**config.mk**
```make
export PLATFORM = sky130hd
export DESIGN_NAME = ptc_irq_block
export DESIGN_NICKNAME = d
export VERILOG_FILES = /design/src/ptc_pkg.sv /design/src/ptc_edge_detect.sv /design/src/ptc_irq_block.sv
export SDC_FILE = /design/constraint.sdc
export NUM_CORES = 1
export LEC_CHECK = 0
export BUFFER_PORTS_ARGS = -buffer_cell sky130_fd_sc_hd__buf_4
export CAP_MARGIN = 30
export CORE_ASPECT_RATIO = 1.75
export CORE_MARGIN = 2
export CORE_UTILIZATION = 40
export CTS_CLUSTER_DIAMETER = 200
export DETAILED_ROUTE_END_ITERATION = 10
export PLACE_DENSITY_LB_ADDON = 0.1
export SKIP_LAST_GASP = 1
export SLEW_MARGIN = 15
export SYNTH_ARGS = -nofsm -noshare
export SYNTH_HDL_FRONTEND = slang
export SYNTH_HIERARCHICAL = 1
export SYNTH_SLANG_ARGS = --single-unit
```
**constraint.sdc**
```tcl
create_clock -name ref_clk -period 1.6 [get_ports ref_clk]
set_clock_uncertainty 0.2 [all_clocks]
set_input_delay 0.08 -clock ref_clk [delete_from_list [all_inputs] [get_ports ref_clk]]
set_output_delay 0.08 -clock ref_clk [all_outputs]
set_load 0.02 [all_outputs]
```
**src/ptc_pkg.sv**
```systemverilog
// Constants for the pin, timer and port-change interrupt block
package ptc_pkg;
  // Register indices on the plain register port
  localparam logic [2:0] A_MAIN   = 3'h0;
  localparam logic [2:0] A_SECOND = 3'h1;
  localparam logic [2:0] A_THIRD  = 3'h2;
  localparam logic [2:0] A_PERIPH = 3'h3;
  localparam logic [2:0] A_CONFIG = 3'h4;
  localparam logic [2:0] A_STATUS = 3'h5;

  // main_irq_control fields
  localparam int MAIN_GLOBAL_EN = 7;
  localparam int MAIN_TMR_EN    = 5;
  localparam int MAIN_EXT0_EN   = 4;
  localparam int MAIN_PORT_EN   = 3;
  localparam int MAIN_TMR_FLAG  = 2;
  localparam int MAIN_EXT0_FLAG = 1;
  localparam int MAIN_PORT_FLAG = 0;

  // second_irq_control fields
  localparam int SEC_EDGE0     = 6;
  localparam int SEC_EDGE1     = 5;
  localparam int SEC_EDGE2     = 4;
  localparam int SEC_TMR_PRIO  = 2;
  localparam int SEC_PORT_PRIO = 0;

  // third_irq_control fields
  localparam int THR_EXT2_PRIO = 7;
  localparam int THR_EXT1_PRIO = 6;
  localparam int THR_EXT2_EN   = 4;
  localparam int THR_EXT1_EN   = 3;
  localparam int THR_EXT2_FLAG = 1;
  localparam int THR_EXT1_FLAG = 0;

  // Configuration and status fields
  localparam int CFG_TMR_16BIT = 0;
  localparam int STS_IRQ_HIGH  = 0;
  localparam int STS_IRQ_LOW   = 1;
  localparam int STS_WAKE      = 2;

  // Writable masks and reset values
  localparam logic [7:0] MAIN_RST   = 8'h00;
  localparam logic [7:0] SECOND_RST = 8'h70;
  localparam logic [7:0] SECOND_MSK = 8'h75;
  localparam logic [7:0] THIRD_RST  = 8'h00;
  localparam logic [7:0] THIRD_MSK  = 8'hDB;
  localparam logic [7:0] PERIPH_RST = 8'h00;
  localparam logic [7:0] PERIPH_MSK = 8'hDF;
  localparam logic [7:0] CONFIG_RST = 8'h00;
  localparam logic [7:0] CONFIG_MSK = 8'h01;

  // Timer rollover patterns
  localparam logic [7:0]  TMR8_TOP   = 8'hFF;
  localparam logic [7:0]  TMR8_ZERO  = 8'h00;
  localparam logic [15:0] TMR16_TOP  = 16'hFFFF;
  localparam logic [15:0] TMR16_ZERO = 16'h0000;

  // Number of external edge pins
  localparam int EXT_PINS = 3;
endpackage
```
**src/ptc_edge_detect.sv**
```systemverilog
// Edge detector with per-pin polarity for the external interrupt pins
`timescale 1ns/1ps
module ptc_edge_detect
  import ptc_pkg::*;
(
  input  wire logic                ref_clk,
  input  wire logic                rst_b,
  input  wire logic [EXT_PINS-1:0] pins,
  input  wire logic [EXT_PINS-1:0] rise_sel,
  output logic      [EXT_PINS-1:0] edge_pulse
);
  logic [EXT_PINS-1:0] prev;
  logic                primed;

  // Previous level; primed blocks a false edge right after reset
  always_ff @(posedge ref_clk) begin
    if (!rst_b) begin
      prev   <= '0;
      primed <= 1'b0;
    end else begin
      prev   <= pins;
      primed <= 1'b1;
    end
  end

  // Edges only, never levels; polarity bit picks rising or falling
  always_comb begin
    for (int i = 0; i < EXT_PINS; i++) begin
      edge_pulse[i] = primed & (rise_sel[i] ? (pins[i] & ~prev[i])
                                            : (~pins[i] & prev[i]));
    end
  end
endmodule

```
**src/ptc_irq_block.sv**
```systemverilog
// Pin, timer and port-change interrupt flags with enables and priorities
`timescale 1ns/1ps
module ptc_irq_block
  import ptc_pkg::*;
(
  input  wire logic                ref_clk,
  input  wire logic                rst_b,
  input  wire logic [2:0]          reg_addr,
  input  wire logic [7:0]          reg_wdata,
  input  wire logic                reg_wr,
  input  wire logic                reg_rd,
  output logic      [7:0]          reg_rdata,
  input  wire logic [EXT_PINS-1:0] ext_pins,
  input  wire logic [15:0]         basic_timer_count,
  input  wire logic [7:4]          change_watch_port,
  input  wire logic                power_managed,
  output logic                     irq_high,
  output logic                     irq_low,
  output logic                     wake_req,
  output logic                     wake_vector,
  output logic      [7:0]          peripheral_irq_en
);
  logic [7:0]          main_irq_control;
  logic [7:0]          second_irq_control;
  logic [7:0]          third_irq_control;
  logic [7:0]          peripheral_irq_enable_two;
  logic [7:0]          config_reg;
  logic [7:0]          next_main;
  logic [7:0]          next_third;
  logic [EXT_PINS-1:0] edge_pulse;
  logic [EXT_PINS-1:0] rise_sel;
  logic [EXT_PINS-1:0] ext_flags;
  logic [EXT_PINS-1:0] ext_ens;
  logic [EXT_PINS-1:0] wake_en;
  logic [15:0]         prev_count;
  logic [7:4]          prev_port;
  logic                watch_primed;
  logic                prev_pm;
  logic                tmr_evt;
  logic                port_evt;
  logic                global_irq_en;
  logic                tmr16;
  logic                src_ext0;
  logic                src_ext1;
  logic                src_ext2;
  logic                src_tmr;
  logic                src_port;
  logic                next_high;
  logic                next_low;
  logic                next_wake;

  function automatic logic wr_hit(input logic [2:0] a, input logic wr,
                                  input logic [2:0] target);
    wr_hit = wr && (a == target);
  endfunction

  assign global_irq_en = main_irq_control[MAIN_GLOBAL_EN];
  assign tmr16         = config_reg[CFG_TMR_16BIT];

  assign rise_sel = {second_irq_control[SEC_EDGE2],
                     second_irq_control[SEC_EDGE1],
                     second_irq_control[SEC_EDGE0]};
  assign ext_flags = {third_irq_control[THR_EXT2_FLAG],
                      third_irq_control[THR_EXT1_FLAG],
                      main_irq_control[MAIN_EXT0_FLAG]};
  assign ext_ens = {third_irq_control[THR_EXT2_EN],
                    third_irq_control[THR_EXT1_EN],
                    main_irq_control[MAIN_EXT0_EN]};

  ptc_edge_detect u_edge (
    .ref_clk    (ref_clk),
    .rst_b      (rst_b),
    .pins       (ext_pins),
    .rise_sel   (rise_sel),
    .edge_pulse (edge_pulse)
  );

  // Samples of timer count and watched port for event detection
  always_ff @(posedge ref_clk) begin
    if (!rst_b) begin
      prev_count   <= TMR16_ZERO;
      prev_port    <= '0;
      watch_primed <= 1'b0;
    end else begin
      prev_count   <= basic_timer_count;
      prev_port    <= change_watch_port;
      watch_primed <= 1'b1;
    end
  end

  // Timer rollover; mode bit resets to 8-bit
  always_comb begin
    if (tmr16) begin
      tmr_evt = watch_primed && prev_count == TMR16_TOP
                && basic_timer_count == TMR16_ZERO;
    end else begin
      tmr_evt = watch_primed && prev_count[7:0] == TMR8_TOP
                && basic_timer_count[7:0] == TMR8_ZERO;
    end
  end

  // Any level change on the upper port nibble
  assign port_evt = watch_primed && (prev_port != change_watch_port);

  // Hardware set wins over a software clear in the same cycle
  always_comb begin
    next_main = wr_hit(reg_addr, reg_wr, A_MAIN) ? reg_wdata : main_irq_control;
    next_main[MAIN_TMR_FLAG]  = next_main[MAIN_TMR_FLAG] | tmr_evt;
    next_main[MAIN_PORT_FLAG] = next_main[MAIN_PORT_FLAG] | port_evt;
    next_main[MAIN_EXT0_FLAG] = next_main[MAIN_EXT0_FLAG] | edge_pulse[0];
  end

  always_comb begin
    next_third = wr_hit(reg_addr, reg_wr, A_THIRD)
                 ? (reg_wdata & THIRD_MSK) : third_irq_control;
    next_third[THR_EXT1_FLAG] = next_third[THR_EXT1_FLAG] | edge_pulse[1];
    next_third[THR_EXT2_FLAG] = next_third[THR_EXT2_FLAG] | edge_pulse[2];
  end

  // Flags only drop on a software write; they never self-clear
  always_ff @(posedge ref_clk) begin
    if (!rst_b) begin
      main_irq_control <= MAIN_RST;
    end else begin
      main_irq_control <= next_main;
    end
  end

  always_ff @(posedge ref_clk) begin
    if (!rst_b) begin
      third_irq_control <= THIRD_RST;
    end else begin
      third_irq_control <= next_third;
    end
  end

  // Edge polarity and priority bits
  always_ff @(posedge ref_clk) begin
    if (!rst_b) begin
      second_irq_control <= SECOND_RST;
    end else if (wr_hit(reg_addr, reg_wr, A_SECOND)) begin
      second_irq_control <= reg_wdata & SECOND_MSK;
    end
  end

  // Peripheral enables; bit 5 is not stored and reads zero
  always_ff @(posedge ref_clk) begin
    if (!rst_b) begin
      peripheral_irq_enable_two <= PERIPH_RST;
    end else if (wr_hit(reg_addr, reg_wr, A_PERIPH)) begin
      peripheral_irq_enable_two <= reg_wdata & PERIPH_MSK;
    end
  end

  assign peripheral_irq_en = peripheral_irq_enable_two;

  always_ff @(posedge ref_clk) begin
    if (!rst_b) begin
      config_reg <= CONFIG_RST;
    end else if (wr_hit(reg_addr, reg_wr, A_CONFIG)) begin
      config_reg <= reg_wdata & CONFIG_MSK;
    end
  end

  // Enables are frozen at entry so late enables cannot wake the core
  always_ff @(posedge ref_clk) begin
    if (!rst_b) begin
      prev_pm <= 1'b0;
      wake_en <= '0;
    end else begin
      prev_pm <= power_managed;
      if (power_managed && !prev_pm) begin
        wake_en <= ext_ens;
      end
    end
  end

  // Requests per source: flag and enable both set
  assign src_ext0 = ext_flags[0] & ext_ens[0];
  assign src_ext1 = ext_flags[1] & ext_ens[1];
  assign src_ext2 = ext_flags[2] & ext_ens[2];
  assign src_tmr  = main_irq_control[MAIN_TMR_FLAG]
                    & main_irq_control[MAIN_TMR_EN];
  assign src_port = main_irq_control[MAIN_PORT_FLAG]
                    & main_irq_control[MAIN_PORT_EN];

  always_comb begin
    next_high = global_irq_en && (src_ext0
      || (src_ext1 && third_irq_control[THR_EXT1_PRIO])
      || (src_ext2 && third_irq_control[THR_EXT2_PRIO])
      || (src_tmr && second_irq_control[SEC_TMR_PRIO])
      || (src_port && second_irq_control[SEC_PORT_PRIO]));
    next_low = global_irq_en && ((src_ext1 && !third_irq_control[THR_EXT1_PRIO])
      || (src_ext2 && !third_irq_control[THR_EXT2_PRIO])
      || (src_tmr && !second_irq_control[SEC_TMR_PRIO])
      || (src_port && !second_irq_control[SEC_PORT_PRIO]));
    next_wake = power_managed && prev_pm && |(ext_flags & wake_en);
  end

  // Registered request outputs
  always_ff @(posedge ref_clk) begin
    if (!rst_b) begin
      irq_high    <= 1'b0;
      irq_low     <= 1'b0;
      wake_req    <= 1'b0;
      wake_vector <= 1'b0;
    end else begin
      irq_high    <= next_high;
      irq_low     <= next_low;
      wake_req    <= next_wake;
      wake_vector <= next_wake && global_irq_en;
    end
  end

  // Read data stand only in the cycle after the strobe
  always_ff @(posedge ref_clk) begin
    if (!rst_b) begin
      reg_rdata <= 8'h00;
    end else if (reg_rd) begin
      case (reg_addr)
        A_MAIN:   reg_rdata <= main_irq_control;
        A_SECOND: reg_rdata <= second_irq_control;
        A_THIRD:  reg_rdata <= third_irq_control;
        A_PERIPH: reg_rdata <= peripheral_irq_enable_two;
        A_CONFIG: reg_rdata <= config_reg;
        A_STATUS: reg_rdata <= {5'h00, wake_req, irq_low, irq_high};
        default:  reg_rdata <= 8'h00;
      endcase
    end else begin
      reg_rdata <= 8'h00;
    end
  end
endmodule

```
# After elaboration in Yosys (flattened, before gate mapping)
# Index checks and enable logic that the tools add are counted.
classes:
  eq_ne: 8
  muxes: 8
  bitwise_logic: 26
  n_reduce_logical: 41
ops:
  columns: ["operator", "n"]
  rows:
  - ["8-bit case mux with 6 select lines", 1]
  - ["1-bit logical AND", 24]
  - ["16-bit equality test (second input constant)", 1]
  - ["16-bit logical NOT", 1]
  - ["1-bit bitwise AND", 14]
  - ["8-bit equality test (second input constant)", 1]
  - ["8-bit logical NOT", 1]
  - ["1-bit logical OR", 7]
  - ["3-bit by 2-bit equality test with 1-bit output (second input constant)", 2]
  - ["3-bit equality test (second input constant)", 2]
  - ["1-bit NOT", 6]
  - ["1-bit logical NOT", 5]
  - ["1-bit two-way mux", 5]
  - ["1-bit bitwise OR", 5]
  - ["4-bit != test", 1]
  - ["3-bit bitwise AND", 1]
  - ["3-bit by 1-bit equality test with 1-bit output (second input constant)", 1]
  - ["3-bit logical NOT", 1]
  - ["3-bit two-way mux", 1]
  - ["3-bit OR reduction", 1]
  - ["2-bit two-way mux", 1]
  - ["2-bit AND reduction", 1]
word_totals:
  register_bits: 67
  inputBits: 39
  output_inout_bits: 20
  word_cells: 101

# Logic depth before layout (Yosys ltp)
depth:
  depth_word: 7
  mapped_depth: 6
  depth_no_buf: 4

# Modules after synthesis
# Netlist, hierarchy kept.
by_module_without_submodules:
  columns: ["mod", "n_inst", "cells_per_inst", "area_per_inst_um2", "seq_area_each_um2"]
  rows:
  - ["ptc_irq_block", 1, 240, 2563.7, 1281.2]
  - ["ptc_edge_detect", 1, 16, 170.2, 80.1]

# Worst setup path before layout
# Ideal clock, no wire load.
synth_path:
  path_type: "input to register"
  start: "input reg_addr[1]"
  end: "register main_irq_control[2]"
  setup_time_ns: 0.117
  t_arrival_ns: 1.283
  setup_slack_ns: 0.000
  stages: 6
  path_buffers: 2
  path_cell_list: "buf_6 > or2_4 > nor3b_2 > buf_6 > mux2_1 > a32o_1"
synth_between:
  elab_chain_len: 4
synth_lines:
  columns: ["item", "line", "rtl"]
  rows:
  - ["from (decl)", "ptc_irq_block.sv:8", "input wire logic [2:0] reg_addr,"]
  - ["3-bit logical NOT", "ptc_irq_block.sv:54", "wr_hit = wr && (a == target);"]
  - ["1-bit logical AND", "ptc_irq_block.sv:54", null]
  - ["3-bit two-way mux", "ptc_irq_block.sv:107", "next_main = wr_hit(reg_addr, reg_wr, A_MAIN) ? reg_wdata : main_irq_control;"]
  - ["1-bit bitwise OR", "ptc_irq_block.sv:108", "next_main[MAIN_TMR_FLAG] = next_main[MAIN_TMR_FLAG] | tmr_evt;"]
  - ["to (signal assigned)", "ptc_irq_block.sv:125", "main_irq_control <= next_main;"]
  - ["to (decl)", "ptc_irq_block.sv:23", "logic [7:0] main_irq_control;"]
# Every way passes these cells.
# A chain may end at the register's enable or synchronous reset.

# Worst setup path after layout
layout_path:
  start: "input basic_timer_count[0]"
  end: "register main_irq_control[2]"
layout_between:
  elab_chain_len: 4
layout_lines:
  columns: ["item", "line", "rtl"]
  rows:
  - ["from (decl)", "ptc_irq_block.sv:14", "input wire logic [15:0] basic_timer_count,"]
  - ["16-bit logical NOT or 8-bit logical NOT (tied branches)", "ptc_irq_block.sv:95, ptc_irq_block.sv:98", null]
  - ["1-bit logical AND (on tied branches)", "ptc_irq_block.sv:95, ptc_irq_block.sv:98", null]
  - ["1-bit two-way mux (*)", "ptc_irq_block.sv:93", "if (tmr16) begin"]
  - ["1-bit bitwise OR (*)", "ptc_irq_block.sv:108", null]
# Mark *: on every way between the ends. The rest lies on a longest branch, timed or not.

==> metrics.md <==
| Metric | Value |
|---|---|
| Outcome | `finished with violations` |
| Failing checks | `hold timing` |
| Crit start category | `input pin` |
| Mapped Area | `2730 um2` |
| Arrival time at the worst endpoint | `1.64 ns` |
| Hpwl dp | `4560 um` |
| Die span in y | `113 um` |
| DR WL/cell | `13.8 um` |
| DRT Wirelength | `6340 um` |
| Initial cell density of the core | `0.415` |
| Compound-Gate Fraction of Synth Area | `0.0590` |
| Final-report max-slew violation count | `0` |
| Pin count of the biggest net entering global routing | `30` |
| Period utilization | `0.983` |
| Post-CTS Setup Inserts | `0` |
| Critical Path End Type | `flip-flop` |
| Die ar. | `7540 um2` |
| Gr usage total | `0.182` |
| Syn. warnings | `6` |
| Layout area overhead | `48.5%` |
| I/O pin cnt | `59` |
| Layout cells sized above 1 | `0.255` |
| CTS sink cnt | `68` |
| Vias in the first global route | `2160` |
| Top Registers | `prev_count (16), main_irq_control (8), reg_rdata (8)` |
| Antenna-violating nets left | `0` |
| Final setup violation count | `0` |
| Sequential share of the synthesized area | `0.498` |
| Unique masters post-synth | `46` |
| Critical path fanouts, max | `2` |
| RSZ-0062 raised after global routing | `false` |
| Hold Path Class | `in -> reg` |
| Clock Path Buffers | `2` |
| Total CTS buffers | `9` |
| Hold Crit Depth | `4` |
| Port Buffers | `57` |
| Antenna cells | `0` |
| Total gr overflow | `0` |
| Placed Instance Area | `3320 um2` |
| Root buffer cell | `clkbuf_16` |
| First-pass GRT wire length | `10100 um` |
| Avg Cell Area, Syn | `10.7 um2` |
| Multiplexer share of the synthesized area | `0.157` |
| Max reg flops | `16` |
| Clk pin slew, worst setup/hold paths | `0.05 ns` |
| Via count | `2238` |
| Synthesized Nets | `295` |
| Area of the multi-input gates | `1290 um2` |
| Design area | `4060 um2` |
| Row cnt | `39` |
| Fin. Hold Viols | `1` |
| Yosys reg bits | `68` |
| DR pass1 iterations | `4` |
| Worst path required time | `1.67 ns` |
| CP Class | `in -> reg` |
| MaxCap Viol Count | `0` |
| Initial antenna violation count | `0` |
| Ys flop type | `dfxtp_1` |
| Mapped Cells | `256` |
| Post-synth EDFFs | `0` |
| # DRC | `0` |
| Reg area | `1360 um2` |
| Largest family of logic cells by synthesized area | `simple AND/OR/NAND/NOR gates` |
| Worst-case hold slack | `-0.0221 ns` |
| Fmax | `636 MHz` |
| Filler cells | `580` |
| Simple logic cell fraction of the synthesized area | `0.242` |
| Die width | `66.5 um` |
| Core Footprint | `6590 um2` |
| Worst R2R Path Depth | `4` |
| Commonest non-fill, non-tap cells in the layout | `buf_4 (73), dfxtp_1 (68), dlygate4sd3_1 (43)` |
| Synth Area in Adders | `0` |
| GPL Wtd Cong | `0.764` |
| Vias per cell | `4.89` |
| Most flops, register | `prev_count` |
| XOR/XNOR Fraction of Synth Area | `0.0128` |
| Commonest non-fill, non-tap cell in the layout | `buf_4` |
| Worst-Skew Late Latency | `0.32 ns` |
| Leakage | `0.00173 uW` |
| Peak VDD IR | `700 uV` |
| Cell Pwr Density | `1020 nW/um2` |
| Ys async rst share | `0` |
| Detailed router's first-iteration violation count | `117` |
| Pwr Total | `4130 uW` |
| H-tree Lvls | `3` |
| # nets final | `410` |
| Tmin final | `1.57 ns` |
| CTS tree | `built` |
==> final timing paths <==
kind / from / to / slack [ns]
max reg2reg: config_reg[0] / reg_rdata[0] / 0.16
min: reg_addr[0] / reg_rdata[2] / -0.02
min reg2reg: prev_pm / wake_req / 0.25
max: basic_timer_count[0] / main_irq_control[2] / 0.03
==> cells by family (layout without fill, tap and decap cells) <==
| kind of cell | count (synthesis) | count (layout) |
|---|---|---|
| compound gates | 21 | 21 |
| xor+xnor | 4 | 4 |
| buf+inv | 15 | 135 |
| flops | 68 | 68 |
| mux | 41 | 41 |
| other cells | 1 | 1 |
| simple gates | 106 | 106 |
==> metrics by stage <==
step                      TNS (ns)  cells  setup WS, ns   util
after floorplan                  0    256        0.0196      -
after global placement      -0.149    399       -0.0849  0.504
after detailed placement    -0.185    399        -0.105  0.504
after CTS                        0    457        0.0217  0.613
after global routing             0    458       0.00161  0.616
final                            0    458        0.0272  0.616
==> cell type report <==
class	count	share of cell area
multi-input cells	173	0.319
repair buffers	118	0.247
clock inverters	1	0.00740
flip-flops and latches	68	0.335
clock buffers	15	0.0659
well taps	82	0.0253
inverters	1	0.000925
==> power by group <==
part           total, uW  internal (uW)  switching [uW]
sequential          1790           1760            32.6
combinational        412            252             160
clock               1930           1290             635
total               4130           3300             828
==> critical path: stages <==
cell and delay [ns]:
dlygate4sd3_1 0.53, buf_4 0.13, or4_1 0.52, nor4_1 0.18
a32o_1 0.19
==> synth_stat cells, types with 2 or more instances <==
library cell,number,share of area
and2_1,25,0.057
nand4b_1,6,0.019
buf_2,4,0.0073
o21a_1,3,0.0082
nand4_1,3,0.0069
o22ai_1,3,0.0069
nor2_1,9,0.012
clkbuf_1,6,0.0082
nor2b_1,23,0.053
o21ai_0,2,0.0037
nand2_1,14,0.019
buf_6,2,0.0082
mux2_1,2,0.0082
buf_4,2,0.0055
mux2i_1,36,0.13
or4_1,3,0.0082
a21oi_1,2,0.0037
a31oi_1,2,0.0046
mux2_2,2,0.0082
xor2_1,4,0.013
dfxtp_1,68,0.50
nand3_1,6,0.011
o22a_1,2,0.0064
nand4bb_1,3,0.012
nor3_1,3,0.0055
==> metal layers <==
metal  share of wire  global-route usage  wire [um]
met5               0                   0          0
met1            0.38               0.183       2440
met4           0.021              0.0844        133
met3           0.040              0.0457        252
met2            0.55               0.337       3510
==> what timing repair did <==
action | in CTS | in global routing
resized for setup | 0 | 3
hold buffers | 42 | 1
endpoints found under the setup margin | 0 | 2
hold endpoints to repair | 62 | 1
Note: power is estimated with default switching activity, not from simulation.
